`src/logic/encoder_pkg.sv`:
```
// encoder_pkg: constants and state codes for the incremental encoder output model
// assumes: users import it whole; no timing beyond the system clock is implied
package encoder_pkg;
   localparam int COUNTS_PER_REV_DEFAULT = 1024; // counts per revolution, bar and window pairs
   localparam int COUNTS_PER_REV_MIN = 96;       // smallest standard resolution
   localparam int COUNTS_PER_REV_MAX = 1024;     // largest standard resolution
   localparam int STATES_PER_CYCLE = 4;        // four quarter-cycle states
   localparam int DEG_PER_CYCLE = 360;         // electrical degrees per cycle
   localparam int DEG_PER_STATE = DEG_PER_CYCLE / STATES_PER_CYCLE;
   localparam int CLK_HZ = 50_000_000;         // system clock rate
   localparam int COUNT_FREQ_MAX_KHZ = 100;    // highest guaranteed count rate
   localparam int MIN_STEP_CYCLES = CLK_HZ / (COUNT_FREQ_MAX_KHZ * 1000);
   localparam logic [1:0] ST_BOTH_LOW = 2'h0;  // {a,b} phase codes in gray order
   localparam logic [1:0] ST_A_HIGH = 2'h2;
   localparam logic [1:0] ST_BOTH_HIGH = 2'h3;
   localparam logic [1:0] ST_B_HIGH = 2'h1;
   localparam logic [1:0] PHASE_ZERO = 2'h0;
   localparam logic [1:0] PHASE_ONE = 2'h1;
   localparam logic [1:0] PHASE_TWO = 2'h2;
   localparam logic [1:0] PHASE_THREE = 2'h3;
   localparam logic [1:0] PHASE_STEP = 2'h1;   // one quarter-cycle state per step
endpackage : encoder_pkg

```
`src/logic/step_sync.sv`:
```
// step_sync: brings the shaft step pins into the clock domain and makes step pulses
// assumes: stepPin and dirPin are asynchronous; one pulse per rising edge of stepPin
`timescale 1ns/1ps
module step_sync (
   // clock and reset
   input wire logic clk_sys,
   input wire logic rst,
   // raw pins
   input wire logic stepPin,
   input wire logic dirPin,
   // synchronous result
   output logic stepPulse,
   output logic dirCcw
);
   logic stepMeta;
   logic stepSync;
   logic stepLast;
   logic dirMeta;
   // two flops per pin, then an edge detector on the second one
   always_ff @(posedge clk_sys or posedge rst) begin
      if (rst) begin
         stepMeta <= 1'b0;
         stepSync <= 1'b0;
         stepLast <= 1'b0;
         dirMeta <= 1'b0;
         dirCcw <= 1'b0;
         stepPulse <= 1'b0;
      end else begin
         stepMeta <= stepPin;
         stepSync <= stepMeta;
         stepLast <= stepSync;
         dirMeta <= dirPin;
         dirCcw <= dirMeta;
         stepPulse <= stepSync & ~stepLast;
      end
   end
endmodule : step_sync

```
`src/logic/quadrature_encoder.sv`:
```
// quadrature_encoder: shaft position model driving A, B and optional index outputs
// assumes: shaft moves by step pins, one pulse = one quarter-cycle state (90 deg e)
// assumes: the decoder samples faster than the guaranteed count rate
`timescale 1ns/1ps
// Operation
// A and B square waves, 90 degrees apart
// cycle is 360 degrees; revolution N cycles
// each channel high for half a cycle
// four 90-degree states per cycle
// ccw A leads B, cw B leads
// index once per revolution, three-channel only
// index high one state, A and B low
// counts per revolution is a parameter
// index combines comparator with A and B
// count rate limited; decoder samples fast enough
// gray sequence, single channel changes per step
module quadrature_encoder #(
   parameter int COUNTS_PER_REVOLUTION = encoder_pkg::COUNTS_PER_REV_DEFAULT,
   parameter bit HAS_INDEX = 1'b1
) (
   // clock and reset
   input wire logic clk_sys,
   input wire logic rst,
   // shaft motion pins, asynchronous
   input wire logic stepPin,
   input wire logic dirPin,
   // encoder outputs
   output logic chanA,
   output logic chanB,
   output logic index_channel,
   // shaft position for observation
   output logic [$clog2(encoder_pkg::COUNTS_PER_REV_MAX)-1:0] cycleCount
);
   import encoder_pkg::*;
   localparam int CW = $clog2(COUNTS_PER_REV_MAX);
   localparam logic [CW-1:0] LAST_CYCLE = CW'(COUNTS_PER_REVOLUTION - 1);
   localparam logic [CW-1:0] CYCLE_ZERO = '0;

   logic stepPulse;
   logic dirCcw;
   logic [1:0] phase;          // quarter-cycle position within one cycle
   logic [1:0] next_phase;
   logic [CW-1:0] next_cycle;
   logic [1:0] grayCode;
   logic indexWindow;
   logic next_index;

   step_sync u_sync (
      .clk_sys(clk_sys),
      .rst(rst),
      .stepPin(stepPin),
      .dirPin(dirPin),
      .stepPulse(stepPulse),
      .dirCcw(dirCcw)
   );

   // step phase forward for ccw, back for cw; wrap the cycle count
   assign next_phase = !stepPulse ? phase :
      (dirCcw ? phase + PHASE_STEP : phase - PHASE_STEP);
   assign next_cycle = !stepPulse ? cycleCount :
      (dirCcw && phase == PHASE_THREE) ?
         ((cycleCount == LAST_CYCLE) ? CYCLE_ZERO : cycleCount + 1'b1) :
      (!dirCcw && phase == PHASE_ZERO) ?
         ((cycleCount == CYCLE_ZERO) ? LAST_CYCLE : cycleCount - 1'b1) : cycleCount;

   // phase to gray-coded {a,b}: 00,10,11,01 so a leads b when counting up
   assign grayCode = (next_phase == PHASE_ZERO) ? ST_BOTH_LOW :
                     (next_phase == PHASE_ONE) ? ST_A_HIGH :
                     (next_phase == PHASE_TWO) ? ST_BOTH_HIGH : ST_B_HIGH;

   // index comparator: cycle zero of the revolution, gated by A and B both low
   assign indexWindow = (next_cycle == CYCLE_ZERO);
   assign next_index = HAS_INDEX && indexWindow && (grayCode == ST_BOTH_LOW);

   // position and output registers
   always_ff @(posedge clk_sys or posedge rst) begin
      if (rst) begin
         phase <= PHASE_ZERO;
         cycleCount <= CYCLE_ZERO;
         chanA <= 1'b0;
         chanB <= 1'b0;
         index_channel <= 1'b0;
      end else begin
         phase <= next_phase;
         cycleCount <= next_cycle;
         chanA <= grayCode[1];
         chanB <= grayCode[0];
         index_channel <= next_index;
      end
   end

   // assertions
   a_gray_single: assert property (@(posedge clk_sys) disable iff (rst)
      !($changed(chanA) && $changed(chanB)))
      else $error("both channels changed together");
   a_ccw_a_leads: assert property (@(posedge clk_sys) disable iff (rst)
      ($rose(chanA) && dirCcw) |-> !chanB)
      else $error("a rose ccw while b high");
   a_cw_b_leads: assert property (@(posedge clk_sys) disable iff (rst)
      ($rose(chanB) && !dirCcw) |-> !chanA)
      else $error("b rose cw while a high");
   a_index_lows: assert property (@(posedge clk_sys) disable iff (rst)
      index_channel |-> (!chanA && !chanB))
      else $error("index high outside both-low state");
   a_index_pos: assert property (@(posedge clk_sys) disable iff (rst)
      index_channel |-> (cycleCount == CYCLE_ZERO && phase == PHASE_ZERO))
      else $error("index away from revolution origin");
   a_index_absent: assert property (@(posedge clk_sys) disable iff (rst)
      !HAS_INDEX |-> !index_channel)
      else $error("index on two-channel variant");
   a_step_moves: assert property (@(posedge clk_sys) disable iff (rst)
      stepPulse |=> ($changed(chanA) || $changed(chanB)))
      else $error("step did not change state");
   a_hold_still: assert property (@(posedge clk_sys) disable iff (rst)
      !stepPulse |=> ($stable(chanA) && $stable(chanB)))
      else $error("outputs moved without a step");
   a_cycle_range: assert property (@(posedge clk_sys) disable iff (rst)
      cycleCount <= LAST_CYCLE)
      else $error("cycle count beyond revolution");
   // the last cycle wraps to zero when stepping forward
   a_wrap_forward: assert property (@(posedge clk_sys) disable iff (rst)
      (stepPulse && dirCcw && phase == PHASE_THREE && cycleCount == LAST_CYCLE)
      |=> (cycleCount == CYCLE_ZERO))
      else $error("cycle count did not wrap forward");
   // cycle zero wraps to the last cycle when stepping back
   a_wrap_back: assert property (@(posedge clk_sys) disable iff (rst)
      (stepPulse && !dirCcw && phase == PHASE_ZERO && cycleCount == CYCLE_ZERO)
      |=> (cycleCount == LAST_CYCLE))
      else $error("cycle count did not wrap back");
   // reaching the origin raises the index on three-channel builds
   a_index_origin: assert property (@(posedge clk_sys) disable iff (rst)
      (HAS_INDEX && stepPulse && dirCcw && phase == PHASE_THREE && cycleCount == LAST_CYCLE)
      |=> index_channel)
      else $error("index missing at revolution origin");
endmodule : quadrature_encoder

```
`config.mk`:
```
export PLATFORM = sky130hd
export DESIGN_NAME = quadrature_encoder
export DESIGN_NICKNAME = d
export VERILOG_FILES = /design/src/logic/encoder_pkg.sv /design/src/logic/step_sync.sv /design/src/logic/quadrature_encoder.sv
export SDC_FILE = /design/constraint.sdc
export NUM_CORES = 1
export LEC_CHECK = 0
export BUFFER_PORTS_ARGS = -buffer_cell sky130_fd_sc_hd__clkbuf_2
export CELL_PAD_IN_SITES_DETAIL_PLACEMENT = 0
export CELL_PAD_IN_SITES_GLOBAL_PLACEMENT = 1
export CORE_ASPECT_RATIO = 1.5
export CORE_MARGIN = 4
export CORE_UTILIZATION = 40
export DETAILED_ROUTE_END_ITERATION = 7
export MAX_ROUTING_LAYER = met4
export PLACE_DENSITY_LB_ADDON = 0.1
export SYNTH_ARGS = -nofsm -noshare
export SYNTH_HDL_FRONTEND = slang
export SYNTH_HIERARCHICAL = 1
export SYNTH_SLANG_ARGS = --single-unit
```
`constraint.sdc`:
```
create_clock -name clk_sys -period 4.2 [get_ports clk_sys]
set_clock_uncertainty 0.15 [all_clocks]
set_input_delay 0 -clock clk_sys [delete_from_list [all_inputs] [get_ports clk_sys]]
set_output_delay 0 -clock clk_sys [all_outputs]
set_load 0.01 [all_outputs]
```
# ---- Word level (Yosys, flattened, before mapping)
# Index checks and enable logic that the tools add are counted.
dict set report totals {
  ff_bits 21
  inputBits 4
  output_inout_bits 13
  word_cells 40
}
dict set report op_classes {
  addsub 4
  n_eq_ne 4
  mux 10
  bitwise 2
  n_reduce_logical 9
}
# op n
set op_table {}
lappend op_table {{2-to-1 mux 10 bit} 5}
lappend op_table {{logical NOT 10 bit} 2}
lappend op_table {{adder 10 x 1 -> 10 bit, second input constant} 1}
lappend op_table {{== test 10 bit, second input constant} 1}
lappend op_table {{2-to-1 mux 2 bit} 5}
lappend op_table {{subtractor 10 x 1 -> 10 bit, second input constant} 1}
lappend op_table {{logical NOT 2 bit} 3}
lappend op_table {{== test 2 bit, second input constant} 2}
lappend op_table {{logical AND 1 bit} 3}
lappend op_table {{adder 2 x 1 -> 2 bit, second input constant} 1}
lappend op_table {{== test 2 x 1 -> 1 bit, second input constant} 1}
lappend op_table {{subtractor 2 x 1 -> 2 bit, second input constant} 1}
lappend op_table {{AND 1 bit} 1}
lappend op_table {{logical NOT 1 bit} 1}
lappend op_table {{inverter 1 bit} 1}

# ---- Depth between registers and ports, before layout
dict set report logic_depth {
  ltp_word 9
  mapped_depth 9
  mapped_depth_nobuf 8
}

# ---- By module
# The synthesis kept the hierarchy.
# mod n_inst cells_each area_each_um2
set modules_own_cells {}
lappend modules_own_cells {quadrature_encoder 1 134 1134.8}
lappend modules_own_cells {step_sync 1 8 167.7}

# ---- Worst setup path after synthesis
# OpenSTA, ideal clock, no wires.
dict set report synth_timing {
  kind {reg2reg}
  start {register cycleCount[3] (netlist name)}
  end {register index_channel}
  arrival_ns 2.241
  path_slack_ns 1.713
  path_stages_with_launch 8
  path_buffers 1
  period_less_slack_ns 2.487
  path_cell_list {dfrtp_1 buf_2 or4_1 o41ai_2 a31oi_1 a2111o_1 or3_1 nor4_2}
}
dict set report synth_between {
  elab_chain_len 7
  word_cells_on_any_way 11
}
# item line
set synth_lines {}
lappend synth_lines {{start, declared} quadrature_encoder.sv:32} ;# output logic [$clog2(encoder_pkg::COUNTS_PER_REV_MAX)-1:0] cycleCount
lappend synth_lines {{start signal, assigned} quadrature_encoder.sv:85} ;# cycleCount <= next_cycle;
lappend synth_lines {{subtractor 10 x 1 -> 10 bit / logical NOT 10 bit (equally long branches)} quadrature_encoder.sv:64} ;# ((cycleCount == CYCLE_ZERO) ? LAST_CYCLE : cycleCount - 1'b1) : cycleCount;
lappend synth_lines {{2-to-1 mux 10 bit} quadrature_encoder.sv:64}
lappend synth_lines {{2-to-1 mux 10 bit} quadrature_encoder.sv:63} ;# (!dirCcw && phase == PHASE_ZERO) ?
lappend synth_lines {{2-to-1 mux 10 bit *} quadrature_encoder.sv:61} ;# (dirCcw && phase == PHASE_THREE) ?
lappend synth_lines {{2-to-1 mux 10 bit *} quadrature_encoder.sv:60} ;# assign next_cycle = !stepPulse ? cycleCount :
lappend synth_lines {{named net next_cycle[7]} quadrature_encoder.sv:43} ;# logic [CW-1:0] next_cycle;
lappend synth_lines {{logical NOT 10 bit *} quadrature_encoder.sv:72} ;# assign indexWindow = (next_cycle == CYCLE_ZERO);
lappend synth_lines {{logical AND 1 bit *} quadrature_encoder.sv:73} ;# assign next_index = HAS_INDEX && indexWindow && (grayCode == ST_BOTH_LOW);
lappend synth_lines {{named net next_index} quadrature_encoder.sv:46} ;# logic next_index;
lappend synth_lines {{end signal, assigned} quadrature_encoder.sv:88} ;# index_channel <= next_index;
lappend synth_lines {{end, declared} quadrature_encoder.sv:30} ;# output logic index_channel,
# The timed path passes the listed nets; every way through them passes the cells marked *.

# ---- Worst setup path in the final report
dict set report layout_timing {
  start {register cycleCount[0] (netlist name)}
  end {register index_channel}
}
# The elaborated chain is that of the path after synthesis.

==> impl_metrics.env <==
export IMPL_status="finished clean"
export IMPL_path_cells="ha_1 -> nand4_1 -> o31ai_1 -> nor3b_1 -> a2111o_1 -> or3_1 -> nor4_2"
export IMPL_clock_latency_ns=0.26
export IMPL_syn_area_um2=1300
export IMPL_grt_pass1_wl_um=5340
export IMPL_path_delay_family="compound AO/OA/AOI/OAI gates"
export IMPL_synth_top_cell_area_share_pct=40.3
export IMPL_layout_min_cycle_time_ns=2.70
export IMPL_drt_initial_drc_count=37
export IMPL_clock_sinks=21
export IMPL_rsz0062_at_grt="no"
export IMPL_slowest_delay_ns=0.57
export IMPL_critPathLaunchType="register"
export IMPL_crit_type="register to register"
export IMPL_yosysSeqAreaShare_pct=40.3
export IMPL_timing_rr_start="cycleCount[0]$_DFF_PP0_"
export IMPL_synthArstFlopShare_pct=100
export IMPL_via_per_inst=5.75
export IMPL_via_count=1122
export IMPL_ios=17
export IMPL_drtPass1Iterations=4
export IMPL_power_density_nw_per_um2=631
export IMPL_final_antenna_net_count=0
export IMPL_timing_slew_headroom_pct=43.3
export IMPL_drive_gt1_share_pct=14.8
export IMPL_cp_required_ns=4.22
export IMPL_leakagePower_uw=0.000622
export IMPL_die_h_um=77.9
export IMPL_dpl_cell_count=188
export IMPL_start_util_pct=41.6
export IMPL_grt_max_degree=22
export IMPL_synth_area_leader_cell="dfrtp_1"
export IMPL_ys_ff_latch=21
export IMPL_setup_ws_ns=1.50
export IMPL_diodes=0
export IMPL_dieArea_um2=4250
export IMPL_synth_most_common_cell="dfrtp_1"
export IMPL_grt_antenna_before_repair=0
export IMPL_die_w_um=54.6
export IMPL_synth_area_leaders="dfrtp_1, ha_1, xnor2_1, nand2_1, nor2_1"
export IMPL_cts_root_buf="clkbuf_8"
export IMPL_cp_max_fo=13
export IMPL_fmax_mhz=371
export IMPL_track_usage_pct=17.5
export IMPL_hpwl_um=2350
export IMPL_synth_ff_type="dfrtp_1"
export IMPL_synth_common_cells="dfrtp_1, nand2_1, nor2_1"
export IMPL_synth_edf_count=0
export IMPL_place_gp_congestion=0.822
export IMPL_rows=25
export IMPL_avgRoutedWirePerCell_um=16.1
export IMPL_synthToLayoutAreaGrowth_pct=11.3
export IMPL_port_buffer_count=16
export IMPL_drcViolationCount=0
export IMPL_ctsHtreeMaxLevel=1
export IMPL_dp_slack_ns=1.55
export IMPL_fin_crit_sh_pct=64.2
export IMPL_min_path_type="primary input to async pin"
export IMPL_setup_viol=0
export IMPL_syn_inst=142
export IMPL_crit_arrival_ns=2.72
export IMPL_synth_fp_nets=151
export IMPL_tns_ns=0
export IMPL_avgSynthCellArea_um2=9.17
export IMPL_drv_slew=0
export IMPL_worst_pin_slew_ns=0.843
export IMPL_core_area_um2=3130
export IMPL_drv_cap=0
export IMPL_cts_setup_buffers=0
export IMPL_overflow=0
export IMPL_final_core_util_pct=46.4
export IMPL_end_kind="register"
export IMPL_fin_nets=165
export IMPL_crit_buf_inv=0
export IMPL_cp_startpoint="cycleCount[0]$_DFF_PP0_"
export IMPL_ys_types=42
export IMPL_tritoncts_num_buffers=3
export IMPL_cts_tree="yes"
export IMPL_clockBufferDepth=2
export IMPL_finalHoldViolations=0
export IMPL_drt_total_wl_um=3140
export IMPL_yosys_warnings=6
export IMPL_critPathSlowestCell="dfrtp_1"
export IMPL_grt_pass1_vias=1118
export IMPL_peakVddDrop_uv=360
export IMPL_stdcell_count=195
export IMPL_clk_pin_slew_ns=0.08
[power by group]
group	internal [µW]	switching [µW]	leakage [µW]	total (µW)
Clock	67.6	66.9	0.0000228	134
Combinational	164	216	0.000341	380
Sequential	264	137	0.000258	401
Total	495	419	0.000622	915
[worst min-delay path, delay by kind of cell]
kind / cells / cell delay (ns)
buffers and inverters: 3 / 0.81
[through the flow]
stage	power [µW]	instance area, µm²	hold WS, ns
final	915	1450	0.0343
after global routing	998	1450	0.0549
after CTS	925	1450	0.0285
after detailed placement	784	1380	-0.237
after global placement	784	1380	-0.245
after floorplan	670	1300	-0.359
[routing by layer]
layer / GRT usage (%) / wire, µm / vias to the layer above
met5: - / 0 / -
met4: 5.99 / 77 / 0
met3: 2.30 / 85 / 7
met2: 28.8 / 1620 / 27
met1: 21.0 / 1360 / 541
li1: - / - / 547
[timing repair]
item / 4_1_cts / 5_1_grt
hold buffers: 3 / 0
gates resized for setup: 0 / 0
hold endpoints to repair: 23 / 0
[kinds of logic (layout without fill, tap and decap cells)]
kind of cell             Yosys count  count (layout)  synth area share, %
AO/OA/AOI/OAI                     28              28                 15.4
XOR/XNOR                           8               8                 5.38
adder cells (fa/ha/maj)            5               5                 4.80
buffers and inverters             17              30                 6.44
flip-flops                        21              21                 40.3
AND/OR/NAND/NOR                   63              63                 27.7
[cell type report]
type,instances,area (µm²)
Fill cell,335,1680
Multi-Input combinational cell,104,693
Sequential cell,21,526
Timing Repair Buffer,19,110
Tap cell,40,50.0
Clock buffer,4,45.0
Inverter,7,26.3
[cell usage in the layout, fill, tap and decap left out, types with 2 or more instances in the layout]
cell,count
a32o_1,2
nand2_1,11
a21oi_1,5
clkbuf_8,3
and3_1,2
nor2b_1,2
nand3_1,6
nor4_1,4
dfrtp_1,21
xnor2_1,5
nor3_1,7
a211oi_1,2
nor3b_1,2
ha_1,5
or3_1,3
and4_1,2
o21ai_0,7
a31oi_1,3
dlygate4sd3_1,3
clkbuf_2,16
nor2_1,11
xor2_1,3
or4_1,2
inv_1,7
nand4_1,4
[worst paths after layout]
| kind | endpoint | slack [ns] | cells after the start |
|---|---|---|---|
| max in group asynchronous | cycleCount[8]$_DFF_PP0_ | 3.29 | 3 |
| min in group clk_sys | u_sync/dirCcw$_DFF_PP0_ | 0.20 | 0 |
| min reg2reg | u_sync/dirCcw$_DFF_PP0_ | 0.20 | 0 |
| max | index_channel$_DFF_PP0_ | 1.50 | 7 |
| max reg2reg | index_channel$_DFF_PP0_ | 1.50 | 7 |
| min | u_sync/stepLast$_DFF_PP0_ | 0.03 | 3 |
[registers in the layout (all words and copies together) (netlist names)]
signal            cells
cycleCount           10
phase                 2
chanA                 1
chanB                 1
index_channel         1
u_sync/dirCcw         1
u_sync/dirMeta        1
u_sync/stepLast       1
u_sync/stepMeta       1
u_sync/stepPulse      1
u_sync/stepSync       1
Note: power is estimated with default switching activity, not from simulation.
